File: config.mk
export PLATFORM = sky130hd
export DESIGN_NAME = cii_intake
export DESIGN_NICKNAME = d
export VERILOG_FILES = /design/src/cii_intake.v /design/src/cii_radio_merge.v
export VERILOG_INCLUDE_DIRS = /design/src
export SDC_FILE = /design/constraint.sdc
export NUM_CORES = 1
export LEC_CHECK = 0
export BUFFER_PORTS_ARGS = -buffer_cell sky130_fd_sc_hd__buf_2
export CELL_PAD_IN_SITES_DETAIL_PLACEMENT = 1
export CELL_PAD_IN_SITES_GLOBAL_PLACEMENT = 2
export CORE_UTILIZATION = 36
export CTS_CLUSTER_SIZE = 24
export DETAILED_ROUTE_END_ITERATION = 16
export HOLD_SLACK_MARGIN = 0.03
export PLACE_DENSITY = 0.95
export SETUP_SLACK_MARGIN = 0.1
export SYNTH_ARGS = -nofsm -noshare
export SYNTH_HDL_FRONTEND = slang
export SYNTH_SLANG_ARGS = --single-unit
File: constraint.sdc
create_clock -name clk -period 97.5 [get_ports clk]
set_input_delay 9.75 -clock clk [delete_from_list [all_inputs] [get_ports clk]]
set_output_delay 9.75 -clock clk [all_outputs]
set_load 0.05 [all_outputs]
File: src/cii_defines.vh
// constants for the processor interrupt intake block
`ifndef CII_DEFINES_VH
`define CII_DEFINES_VH

// interrupt lines and candidate slots
`define CII_NUM_IRQ        24
`define CII_NUM_CAND       29
`define CII_LINE_WAKE      0
`define CII_LINE_GEN       1
`define CII_CAND_SVC       5'h18
`define CII_CAND_PENDABLE_SERVICE_EXCEPTION    5'h19
`define CII_CAND_SYSTICK   5'h1a
`define CII_CAND_FAULT     5'h1b
`define CII_CAND_NMI       5'h1c
`define CII_NUM_PRIO_SLOTS 5'h1b

// exception numbers
`define CII_EXC_NMI        6'h02
`define CII_EXC_FAULT      6'h03
`define CII_EXC_SVC        6'h0b
`define CII_EXC_PENDABLE_SERVICE_EXCEPTION     6'h0e
`define CII_EXC_SYSTICK    6'h0f
`define CII_EXC_IRQ_BASE   6'h10

// urgency levels, lower is more urgent
`define CII_LVL_NMI        3'h0
`define CII_LVL_FAULT      3'h1
`define CII_LVL_PROG_BASE  3'h2
`define CII_LVL_IDLE       3'h7

// timing
`define CII_CLK_PERIOD_NS  10
`define CII_BASE_TICK_NS   625000
`define CII_ENTRY_CYC      5'h10
`define CII_GROSS_SHIFT    4
`define CII_TICKDIV_W      17

// widths and reset values
`define CII_PRIO_W         2
`define CII_SYSTICK_W      24
`define CII_RTIME_W        16
`define CII_PRIO_RST       2'h0
`define CII_STACK_DEPTH    8

// radio general sources, bit positions
`define CII_RSRC_NUM       9
`define CII_RSRC_FINE      0
`define CII_RSRC_GROSS     1
`define CII_RSRC_TICK      2
`define CII_RSRC_SLEEP     3
`define CII_RSRC_ERROR     4
`define CII_RSRC_RX        5
`define CII_RSRC_EVTEND    6
`define CII_RSRC_CIPHER    7
`define CII_RSRC_SW        8

`endif

File: src/cii_intake.v
// interrupt intake, prioritisation and exception entry for the core
//
// Behaviour
// - 24 maskable request lines, each with its own vector.
// - four programmable levels; more urgent pending request preempts a handler.
// - exception entry takes at least 16 clock cycles from the request.
// - non-maskable input, never gated by enables, served apart.
// - taking a request presents the handler address from the vector table.
// - three states: thread, entry and handler; every exception enters handler.
// - line 0 is the radio wake-up from extended sleep.
// - fine target timer event on expiry, counted in 625 us base ticks.
// - gross target timer event on expiry, resolution sixteen base ticks.
// - base tick event every base period, only while radio is active.
// - sleep-end event when the radio leaves sleep.
// - error event on radio misbehaviour or bad programming.
// - receive event at the end of each received packet.
// - event-end event at close of advertising, scanning or connection events.
// - cipher event when block cipher or counter-with-mac job ends.
// - software event raised only on an explicit software request.
// - 24-bit system tick timer with its own exception on expiry.
// - wake-up detector stays active during sleep and wakes on pending sources.
// - supervisor call exception and pendable service exception.
// - faults raise a dedicated fault exception.
`include "cii_defines.vh"

module cii_intake #(
  parameter BASE_TICK_CYC = `CII_BASE_TICK_NS / `CII_CLK_PERIOD_NS
) (
  input  wire                       clk,
  input  wire                       rst,
  input  wire [`CII_NUM_IRQ-3:0]    periph_irq,
  input  wire [`CII_NUM_IRQ-1:0]    irq_enable,
  input  wire                       nmi_req,
  input  wire                       prio_wr,
  input  wire [4:0]                 prio_idx,
  input  wire [`CII_PRIO_W-1:0]     prio_val,
  input  wire                       svc_req,
  input  wire                       pendable_service_exception_set,
  input  wire                       fault_req,
  input  wire                       exc_return,
  input  wire [31:0]                vtor_base,
  input  wire                       sleep_enter,
  input  wire                       systick_en,
  input  wire [`CII_SYSTICK_W-1:0]  systick_reload,
  input  wire                       radio_active,
  input  wire                       radio_wake_evt,
  input  wire                       sleep_end_in,
  input  wire                       radio_error_in,
  input  wire                       packet_rx_in,
  input  wire                       event_end_in,
  input  wire                       cipher_in,
  input  wire                       sw_evt_req,
  input  wire                       fine_arm,
  input  wire [`CII_RTIME_W-1:0]    fine_target,
  input  wire                       gross_arm,
  input  wire [`CII_RTIME_W-5:0]    gross_target,
  input  wire [`CII_RSRC_NUM-1:0]   radio_flag_clr,
  output reg                        handler_mode,
  output reg                        exc_take,
  output reg  [5:0]                 exc_num,
  output reg  [31:0]                vec_addr,
  output reg  [2:0]                 active_level,
  output reg                        core_asleep,
  output reg                        wake_pulse,
  output wire [`CII_RSRC_NUM-1:0]   radio_flags,
  output reg  [`CII_RTIME_W-1:0]    radio_time,
  output reg  [`CII_SYSTICK_W-1:0]  systick_val
);

  // one-hot states
  localparam [2:0] ST_THREAD  = 3'h1;
  localparam [2:0] ST_ENTRY   = 3'h2;
  localparam [2:0] ST_HANDLER = 3'h4;

  // urgency of a candidate slot
  function [2:0] cii_level;
    input [4:0]             idx;
    input [`CII_PRIO_W-1:0] p;
    begin
      if (idx == `CII_CAND_NMI)
        cii_level = `CII_LVL_NMI;
      else if (idx == `CII_CAND_FAULT)
        cii_level = `CII_LVL_FAULT;
      else
        cii_level = {1'b0, p} + `CII_LVL_PROG_BASE;
    end
  endfunction

  // exception number of a candidate slot
  function [5:0] cii_excnum;
    input [4:0] idx;
    begin
      case (idx)
        `CII_CAND_SVC:     cii_excnum = `CII_EXC_SVC;
        `CII_CAND_PENDABLE_SERVICE_EXCEPTION:  cii_excnum = `CII_EXC_PENDABLE_SERVICE_EXCEPTION;
        `CII_CAND_SYSTICK: cii_excnum = `CII_EXC_SYSTICK;
        `CII_CAND_FAULT:   cii_excnum = `CII_EXC_FAULT;
        `CII_CAND_NMI:     cii_excnum = `CII_EXC_NMI;
        default:           cii_excnum = `CII_EXC_IRQ_BASE + {1'b0, idx};
      endcase
    end
  endfunction

  // arbitration, sequencing and timer state
  reg  [2:0]                 state;
  reg  [`CII_NUM_CAND-1:0]   pend;
  reg  [`CII_PRIO_W-1:0]     prio [0:`CII_NUM_CAND-1];
  reg  [2:0]                 stk [0:`CII_STACK_DEPTH-1];
  reg  [2:0]                 sp;
  reg  [4:0]                 win_idx;
  reg  [2:0]                 win_lvl;
  reg  [4:0]                 entry_cnt;
  reg  [`CII_TICKDIV_W-1:0]  tick_div;
  reg                        base_tick;
  reg  [4:0]                 best_idx;
  reg  [2:0]                 best_lvl;
  reg                        best_hit;
  reg  [`CII_NUM_CAND-1:0]   take_clr;
  reg  [`CII_NUM_CAND-1:0]   next_pend;
  // combinational nets
  wire [2:0]                 cand_lvl [0:`CII_NUM_CAND-1];
  wire [`CII_NUM_IRQ-1:0]    lines;
  wire [`CII_NUM_CAND-1:0]   pend_set;
  wire [`CII_RSRC_NUM-1:0]   rsrc;
  wire                       gen_line;
  wire [2:0]                 cur_lvl;
  wire [2:0]                 top_i;
  wire                       st_fire;
  wire                       start_entry;
  wire                       entry_done;
  integer                    i; // arbitration scan only
  integer                    j; // level table reset only
  integer                    k; // stack reset only

  // radio general sources
  assign rsrc[`CII_RSRC_FINE]   = base_tick & fine_arm
                                & (radio_time == fine_target);
  assign rsrc[`CII_RSRC_GROSS]  = base_tick & gross_arm
                                & (radio_time[`CII_GROSS_SHIFT-1:0] == 4'h0)
                                & (radio_time[`CII_RTIME_W-1:`CII_GROSS_SHIFT]
                                   == gross_target);
  assign rsrc[`CII_RSRC_TICK]   = base_tick & radio_active;
  assign rsrc[`CII_RSRC_SLEEP]  = sleep_end_in;
  assign rsrc[`CII_RSRC_ERROR]  = radio_error_in;
  assign rsrc[`CII_RSRC_RX]     = packet_rx_in;
  assign rsrc[`CII_RSRC_EVTEND] = event_end_in;
  assign rsrc[`CII_RSRC_CIPHER] = cipher_in;
  assign rsrc[`CII_RSRC_SW]     = sw_evt_req;

  // nine radio sources merged onto line 1
  cii_radio_merge u_merge (
    .clk      (clk),
    .rst      (rst),
    .src_evt  (rsrc),
    .flag_clr (radio_flag_clr),
    .flags    (radio_flags),
    .line     (gen_line)
  );

  // line map: 0 radio wake, 1 radio general, rest peripherals
  assign lines = {periph_irq, gen_line, radio_wake_evt};

  // pending sets; the non-maskable input bypasses the enables
  assign pend_set[`CII_NUM_IRQ-1:0] = lines & irq_enable;
  assign pend_set[`CII_CAND_SVC]     = svc_req;
  assign pend_set[`CII_CAND_PENDABLE_SERVICE_EXCEPTION]  = pendable_service_exception_set;
  assign pend_set[`CII_CAND_SYSTICK] = st_fire;
  assign pend_set[`CII_CAND_FAULT]   = fault_req;
  assign pend_set[`CII_CAND_NMI]     = nmi_req;

  // urgency per slot
  genvar g;
  generate
    for (g = 0; g < `CII_NUM_CAND; g = g + 1) begin : g_lvl
      localparam [4:0] SLOT = g;
      assign cand_lvl[g] = cii_level(SLOT, prio[g]);
    end
  endgenerate

  // level of the running handler, idle in thread state
  assign top_i   = sp - 3'h1;
  assign cur_lvl = (sp == 3'h0) ? `CII_LVL_IDLE : stk[top_i];

  // most urgent pending slot; descending scan lets lowest index win ties
  always @* begin
    best_idx = 5'h00;
    best_lvl = `CII_LVL_IDLE;
    best_hit = 1'b0;
    for (i = `CII_NUM_CAND - 1; i >= 0; i = i - 1) begin
      if (pend[i] && (cand_lvl[i] <= best_lvl)) begin
        best_idx = i[4:0];
        best_lvl = cand_lvl[i];
        best_hit = 1'b1;
      end
    end
  end

  // entry starts only for a strictly more urgent request
  assign start_entry = best_hit && (best_lvl < cur_lvl) && !core_asleep
                     && (state != ST_ENTRY);
  assign entry_done  = (state == ST_ENTRY)
                     && (entry_cnt == `CII_ENTRY_CYC - 5'h01);

  // pending bits: a new request beats the clear of the taken slot
  always @* begin
    take_clr = {`CII_NUM_CAND{1'b0}};
    if (entry_done)
      take_clr[win_idx] = 1'b1;
    next_pend = pend_set | (pend & ~take_clr);
  end

  // pending store
  always @(posedge clk) begin
    if (rst)
      pend <= {`CII_NUM_CAND{1'b0}};
    else
      pend <= next_pend;
  end

  // programmable level table
  always @(posedge clk) begin
    if (rst) begin
      for (j = 0; j < `CII_NUM_CAND; j = j + 1)
        prio[j] <= `CII_PRIO_RST;
    end else if (prio_wr && (prio_idx < `CII_NUM_PRIO_SLOTS)) begin
      prio[prio_idx] <= prio_val;
    end
  end

  // thread / entry / handler sequencing with nesting stack
  always @(posedge clk) begin
    if (rst) begin
      state        <= ST_THREAD;
      sp           <= 3'h0;
      win_idx      <= 5'h00;
      win_lvl      <= `CII_LVL_IDLE;
      entry_cnt    <= 5'h00;
      exc_take     <= 1'b0;
      exc_num      <= 6'h00;
      vec_addr     <= 32'h0000_0000;
      handler_mode <= 1'b0;
      active_level <= `CII_LVL_IDLE;
      for (k = 0; k < `CII_STACK_DEPTH; k = k + 1)
        stk[k] <= `CII_LVL_IDLE;
    end else begin
      exc_take     <= 1'b0;
      active_level <= cur_lvl;
      case (state)
        ST_THREAD: begin
          if (start_entry) begin
            win_idx   <= best_idx;
            win_lvl   <= best_lvl;
            entry_cnt <= 5'h00;
            state     <= ST_ENTRY;
          end
        end
        ST_ENTRY: begin
          entry_cnt <= entry_cnt + 5'h01;
          if (entry_done) begin
            stk[sp]      <= win_lvl;
            sp           <= sp + 3'h1;
            exc_take     <= 1'b1;
            exc_num      <= cii_excnum(win_idx);
            vec_addr     <= vtor_base + {24'h00_0000, cii_excnum(win_idx), 2'h0};
            handler_mode <= 1'b1;
            state        <= ST_HANDLER;
          end
        end
        ST_HANDLER: begin
          // a return beats a same-cycle preemption; the request re-arbitrates next
          if (exc_return) begin
            sp <= top_i;
            if (sp == 3'h1) begin
              handler_mode <= 1'b0;
              state        <= ST_THREAD;
            end
          end else if (start_entry) begin
            win_idx   <= best_idx;
            win_lvl   <= best_lvl;
            entry_cnt <= 5'h00;
            state     <= ST_ENTRY;
          end
        end
        default: begin
          state <= ST_THREAD;
        end
      endcase
    end
  end

  // wake-up detector: runs while asleep, wakes on any pending source
  always @(posedge clk) begin
    if (rst) begin
      core_asleep <= 1'b0;
      wake_pulse  <= 1'b0;
    end else begin
      wake_pulse <= 1'b0;
      if (core_asleep && best_hit) begin
        core_asleep <= 1'b0;
        wake_pulse  <= 1'b1;
      end else if (sleep_enter && !best_hit) begin
        core_asleep <= 1'b1;
      end
    end
  end

  // system tick down counter, fires on reaching zero
  assign st_fire = systick_en && (systick_val == 24'h00_0001);

  // reload on zero, else count down
  always @(posedge clk) begin
    if (rst)
      systick_val <= 24'h00_0000;
    else if (systick_en) begin
      if (systick_val == 24'h00_0000)
        systick_val <= systick_reload;
      else
        systick_val <= systick_val - 24'h00_0001;
    end
  end

  // base time reference divider and radio time in base ticks
  always @(posedge clk) begin
    if (rst) begin
      tick_div   <= {`CII_TICKDIV_W{1'b0}};
      base_tick  <= 1'b0;
      radio_time <= 16'h0000;
    end else begin
      base_tick <= 1'b0;
      if ({15'h0000, tick_div} == BASE_TICK_CYC - 1) begin
        tick_div  <= {`CII_TICKDIV_W{1'b0}};
        base_tick <= 1'b1;
      end else begin
        tick_div <= tick_div + 17'h0_0001;
      end
      if (base_tick)
        radio_time <= radio_time + 16'h0001;
    end
  end

endmodule

File: src/cii_radio_merge.v
// sticky radio event flags merged onto one interrupt line
`include "cii_defines.vh"

module cii_radio_merge (
  input  wire                      clk,
  input  wire                      rst,
  input  wire [`CII_RSRC_NUM-1:0]  src_evt,
  input  wire [`CII_RSRC_NUM-1:0]  flag_clr,
  output reg  [`CII_RSRC_NUM-1:0]  flags,
  output reg                       line
);

  wire [`CII_RSRC_NUM-1:0] next_flags;

  // per source: an event in the clear cycle wins over the clear
  genvar g;
  generate
    for (g = 0; g < `CII_RSRC_NUM; g = g + 1) begin : g_src
      assign next_flags[g] = src_evt[g] | (flags[g] & ~flag_clr[g]);
    end
  endgenerate

  // flags stay readable one by one, line is their or
  always @(posedge clk) begin
    if (rst) begin
      flags <= {`CII_RSRC_NUM{1'b0}};
      line  <= 1'b0;
    end else begin
      flags <= next_flags;
      line  <= |next_flags;
    end
  end

endmodule

==> results of run 1 <==
[cell families after synthesis]
| kind of cell | count (synthesis) |
|---|---|
| compound gates | 443 |
| xor+xnor | 89 |
| fa+ha+maj | 76 |
| buf+inv | 160 |
| flops | 239 |
| mux | 32 |
| simple gates | 788 |
[sequential cells by signal, summed over array words and instances (netlist names)]
| register | count |
|---|---|
| pend | 29 |
| tick_div | 17 |
| win_lvl | 3 |
| core_asleep | 1 |
| prio | 54 |
| base_tick | 1 |
| exc_take | 1 |
| state | 3 |
| win_idx | 5 |
| exc_num | 6 |
| systick_val | 24 |
| active_level | 3 |
| sp | 3 |
| entry_cnt | 5 |
| stk | 24 |
| radio_time | 16 |
| wake_pulse | 1 |
| u_merge.line | 1 |
| handler_mode | 1 |
| u_merge.flags | 9 |
| vec_addr | 32 |
[routing by layer]
layer / up-vias / GRT usage (%) / share of wire, %
li1: 6984 / - / -
met1: 7010 / 28.5 / 43
met2: 362 / 40.9 / 49
met3: 80 / 4.12 / 5.3
met4: 4 / 6.99 / 2.7
met5: - / 0 / 0.044
[power by group through the flow]
stage                     combinational [mW]  sequential (mW)  clock (mW)
after global placement                 0.208            0.125           0
after CTS                              0.218            0.123       0.114
after global routing                   0.242            0.125       0.118
final                                  0.218            0.124       0.112
after detailed placement               0.216            0.125           0
after floorplan                        0.148            0.135           0
[synthesized netlist by cell type, types with 6 or more instances]
| cell | number |
|---|---|
| inv_1 | 91 |
| a22o_1 | 7 |
| edfxtp_1 | 78 |
| xor2_1 | 30 |
| nor3_1 | 35 |
| a31oi_1 | 15 |
| and2_1 | 14 |
| nor4_1 | 11 |
| nand2b_1 | 34 |
| a21oi_1 | 103 |
| or2_2 | 24 |
| a221oi_1 | 8 |
| o211ai_1 | 7 |
| nand3_1 | 60 |
| nor2b_1 | 20 |
| a22oi_1 | 13 |
| and3_1 | 26 |
| nand2_1 | 246 |
| o21a_1 | 13 |
| a211oi_1 | 41 |
| o21ai_0 | 112 |
| clkbuf_1 | 60 |
| xnor2_1 | 59 |
| nor3b_1 | 11 |
| or3_1 | 14 |
| nor2_1 | 237 |
| mux2_2 | 10 |
| a21o_1 | 14 |
| o22ai_1 | 9 |
| nand4_1 | 21 |
| mux4_2 | 6 |
| mux2i_1 | 14 |
| o31ai_1 | 13 |
| dfxtp_1 | 161 |
| a21boi_0 | 7 |
| ha_1 | 74 |
| buf_1 | 6 |
[cell type report]
cell class                      count  area, sq um
Fill cell                        5011        23200
Multi-Input combinational cell   1428         8790
Sequential cell                   239         5570
Timing Repair Buffer              265         1340
Clock buffer                       31          733
Tap cell                          532          666
Inverter                           92          345
Clock inverter                     23          244
Antenna cell                        5         12.5
[worst max-delay path by stage]
stage	start	endpoint	slack [ns]	cells after the start
2_1_floorplan	pend[28]$_SDFF_PP0_	win_lvl[2]$_SDFFE_PP1P_	63.05	198
3_3_place_gp	pend[28]$_SDFF_PP0_	win_lvl[2]$_SDFFE_PP1P_	59.62	196
3_5_place_dp	pend[28]$_SDFF_PP0_	win_lvl[2]$_SDFFE_PP1P_	57.40	198
4_1_cts	pend[28]$_SDFF_PP0_	win_idx[4]$_SDFFE_PP0P_	57.06	197
5_1_grt	pend[28]$_SDFF_PP0_	win_idx[4]$_SDFFE_PP0P_	52.83	198
6_report	pend[28]$_SDFF_PP0_	win_idx[4]$_SDFFE_PP0P_	56.75	197
[through the flow]
stage | setup WS (ns) | utilization (%) | hold WS [ns] | total power, mW | instance area [sq um]
6_report | 56.75 | 43.3 | 0.455 | 0.454 | 17700
5_1_grt | 52.83 | 43.2 | 0.478 | 0.485 | 17700
3_5_place_dp | 57.40 | 40.8 | 0.451 | 0.341 | 16700
3_3_place_gp | 59.62 | 40.8 | 0.440 | 0.333 | 16700
2_1_floorplan | 63.05 | - | 0.424 | 0.283 | 15000
4_1_cts | 57.06 | 43.2 | 0.461 | 0.456 | 17700
[worst max-delay path, delay by kind of cell, from the launching register on]
kind / cells / cell delay [ns]
fa+ha+maj: 29 / 7.69
flops: 1 / 0.36
compound gates: 74 / 16.25
buf+inv: 8 / 0.64
simple gates: 78 / 13.16
mux: 8 / 2.58
==> results.toml, run 1 <==
[clocking]
cts.repair.resized = 0
cts_tree = "done"
cts_buffers = 29
cts_setup_buffers = 0
cts_hold_buf = 0
clk_latency_ns = 0.58
cts_root_buffer = "clkbuf_16"
path_clk_slew_ns = 0.06
clock-sinks = 239
clockBufferDepth = 3
htree_levels = 1

[final_layout]
drive_gt1_share_pct = 18.3
mostFrequentLayoutCell = "buf_2"
synthToLayoutAreaGrowth_pct = 18.2
layout.nets = 2296
mostFrequentLayoutCells = "buf_2, nand2_1, nor2_1"
layout.cells.non_filler = 2615

[timing]
drv_slew = 0
grt_setup_unrepaired = "no"
setup_viol = 0
hold_violations = 0
timing.final.crit_share_pct = 41.8
clock-skew-final_ns = 0.0150
slew_headroom_pct = 23.2
post-route-min-period_ns = 40.76
finalSetupTns_ns = 0
fmax_mhz = 24.5
tightest_slew_ns = 1.15

[logic_synthesis]
netlist.top_cell.by_area = "dfxtp_1"
synth_top_family_by_area = "simple AND/OR/NAND/NOR gates"
synthMuxAreaShare_pct = 2.77
synth-xor-area-share_pct = 5.21
synthAdderAreaFrac_pct = 6.38
yosysSeqAreaShare_pct = 37.2
synth_compound_area_share_pct = 19.7
async_flop_share_pct = 0
ys_types = 96
synth_edf_count = 78
synth_area_per_cell_sq_um = 8.19
yosys_warnings = 0
netlist_instances = 1827
synth_fp_nets = 2068
synth.area.top_cells = "dfxtp_1, edfxtp_1, ha_1"
ys.flop_type = "dfxtp_1"
synth-simple-area-share_pct = 24.7
syn_area_sq_mm = 0.0150
synth_top_area_share_pct = 21.5
ys_ff_latch = 239

[worst_setup_path]
critical_path_class = "flop to flop"
worstReg2RegEnd = "win_idx[4]$_SDFFE_PP0P_"
worstSetupEndpointType = "flop"
crit_fanout = 9
cpMostUsedCell = "ha_1"
r2r_slack_ns = 56.75
timing.rr.start = "pend[28]$_SDFF_PP0_"
slowest_stage = "o41ai_1"
arrival_ns = 41.26
critPathMaxStageDelay_ns = 0.81
reg2reg_depth = 197
worstSetupStartpointType = "flop"
required_ns = 98.01

[worst_hold_path]
hp-start = "exc_num[5]$_SDFFE_PP0P_"
min_path_cells = 2
whs_endpoint = "exc_num[5]$_SDFFE_PP0P_"
hp-class = "flop to flop"

[route]
wirelength_um = 49900
num_vias = 14400
viasPerCell = 5.52
firstDrtPassIters = 5
ant_nets = 0
drtIter0Drc = 706
wl_per_cell_um = 19.1
drc = 0

[job]
maxCapViolations = 0

[placed_design]
gp_congestion = 0.905
io_buffers = 259
dp_cells = 2556
hpwl_um = 37900

[power]
p_comb_share_pct = 48.2
swShare_pct = 43.0
p_switching_mw = 0.195
intPower_mw = 0.259
power_leakage_nw = 7.17
pwr-share-clk_pct = 24.6
max-vdd-ir-drop_mv = 0.0145
powerDensity_mw_per_mm2 = 25.6
power_frac_seq_pct = 27.2

[global_routing]
overflow = 0
grt_pass1_vias = 14800
groute.usage.overall_pct = 23.2
grt_max_degree = 72
grt_pass1_wl_um = 78700
antenna_found_initial = 8

[die]
die_h_um = 206
num_rows = 74
io_pins = 260
die_area_sq_mm = 0.0424
core_sq_mm = 0.0409
start_util_pct = 36.6
fp.dieW_um = 206

[status]
status = "completed"
No activity file was read; power rests on OpenSTA's default activity.
==> inputs of run 2 (changes only) <==
- CORE_UTILIZATION: 36 -> 34
- PLACE_DENSITY: 0.95 -> 0.91
- clock period: 97.5 -> 42.1 ns (I/O delays scaled with it)
==> results.toml, run 2 (synthesis results as in run 1) <==
[status]
status = "completed"

[clocking]
clk_latency_ns = 0.60
clockBufferDepth = 3
cts_tree = "done"
path_clk_slew_ns = 0.06
clock-sinks = 239
cts_root_buffer = "clkbuf_16"
htree_levels = 1
cts_buffers = 30

[power]
swShare_pct = 42.6
max-vdd-ir-drop_mv = 0.0314
powerDensity_mw_per_mm2 = 59.5
power_leakage_nw = 7.23
p_comb_share_pct = 47.8
power_frac_seq_pct = 26.8
intPower_mw = 0.613
pwr-share-clk_pct = 25.4
p_switching_mw = 0.455

[die]
die_h_um = 212
core_sq_mm = 0.0433
die_area_sq_mm = 0.0449
io_pins = 260
num_rows = 76
fp.dieW_um = 212
start_util_pct = 34.6

[worst_setup_path]
critPathMaxStageDelay_ns = 0.55
crit_fanout = 9
worstSetupEndpointType = "flop"
required_ns = 42.58
critical_path_class = "flop to flop"
slowest_stage = "or3b_1"
arrival_ns = 39.25
cpMostUsedCell = "ha_1"
worstSetupStartpointType = "flop"

[route]
drc = 0
viasPerCell = 5.44
wirelength_um = 50300
drtIter0Drc = 823
firstDrtPassIters = 6
ant_nets = 0
num_vias = 14500
wl_per_cell_um = 18.8

[final_layout]
synthToLayoutAreaGrowth_pct = 19.8
top_regs = "prio: 54 flops, vec_addr: 32 flops, pend: 29 flops"
final_core_util_pct = 41.5
largest_reg_flops = 54
layout.nets = 2298
mostFrequentLayoutCell = "buf_2"
regMostFlops = "prio"
mostFrequentLayoutCells = "buf_2, nand2_1, nor2_1"
drive_gt1_share_pct = 19.2
post-route-cell-area_sq_mm = 0.0179

[timing]
timing.final.crit_share_pct = 92.1
fmax_mhz = 25.8
drv_slew = 0
slew_headroom_pct = 19.8
grt_setup_unrepaired = "no"
setup_viol = 0
hold_violations = 0
post-route-min-period_ns = 38.77
clock-skew-final_ns = 0.0391
finalSetupTns_ns = 0
tightest_slew_ns = 1.20

[placed_design]
io_buffers = 259
hpwl_um = 38500
gp_congestion = 0.903
place_area_sq_mm = 0.0168

[global_routing]
grt_pass1_wl_um = 79500
grt_pass1_vias = 14900
grt_max_degree = 75
antenna_found_initial = 7
overflow = 0
groute.usage.overall_pct = 22.2

[job]
maxCapViolations = 0

[worst_hold_path]
hp-class = "flop to flop"
==> run 2: cell types whose count changed in the layout (fill, tap and decap cells not counted), sizes merged <==
cell / before / now
buf: 265 / 266
bufinv: 4 / 3
clkbuf: 31 / 44
clkinv: 13 / 6
clkinvlp: 5 / 1
diode: 5 / 8
==> run 2: power groups by stage <==
stage,combinational (mW),sequential [mW],clock (mW)
after floorplan,0.343,0.313,0
after global placement,0.482,0.290,0
after detailed placement,0.501,0.291,0
after CTS,0.505,0.286,0.278
after global routing,0.568,0.290,0.288
final,0.511,0.286,0.271
==> run 2: repair_timing <==
action | 4_1_cts | 5_1_grt
hold buffers | 0 | 0
setup endpoints to repair | 0 | 18
buffers inserted | 0 | 2
resized for setup | 0 | 22
==> run 2: cell type report <==
type / count / area [sq um]
antenna: 8 / 20.0
clock buffer: 44 / 876
clock inverter: 11 / 169
fill: 5247 / 25300
inverter: 92 / 345
multi-input combinational: 1428 / 8880
sequential: 239 / 5570
tap: 585 / 732
timing repair buffer: 266 / 1350
==> run 2: final timing paths <==
kind | from | to | slack [ns] | cells after the start
worst min-delay path | exc_num[2]$_SDFFE_PP0P_ | exc_num[2]$_SDFFE_PP0P_ | 0.45 | 2
worst max register to register | pend[28]$_SDFF_PP0_ | win_lvl[2]$_SDFFE_PP1P_ | 3.33 | 197
worst min register to register | exc_num[2]$_SDFFE_PP0P_ | exc_num[2]$_SDFFE_PP0P_ | 0.45 | 2
worst max-delay path | pend[28]$_SDFF_PP0_ | win_lvl[2]$_SDFFE_PP1P_ | 3.33 | 197
==> run 2: metal layers <==
metal | global-route usage [%] | wire [um] | share of wire, %
met1 | 27.5 | 21800 | 43
met2 | 38.2 | 24500 | 49
met3 | 4.01 | 2500 | 5.0
met4 | 8.20 | 1550 | 3.1
met5 | 0 | 0 | 0
==> run 2: critical path, delay by kind of cell (launching register included) <==
kind                     cells  cell delay [ns]
AO/OA/AOI/OAI               77            14.89
adder cells (fa/ha/maj)     29             7.89
buffers and inverters        8             0.66
flip-flops                   1             0.35
multiplexers                 7             2.34
AND/OR/NAND/NOR             76            12.48
==> run 2: per-stage QoR <==
stage          power, mW  hold WS [ns]  instances  setup slack (ns)
6_report            1.07         0.455       2673              3.33
5_1_grt             1.15         0.486       2671             0.188
4_1_cts             1.07         0.457       2663              1.49
3_5_place_dp       0.792         0.449       2608              1.55
3_3_place_gp       0.772         0.437       2608              3.93
2_1_floorplan      0.656         0.424       1827              7.65
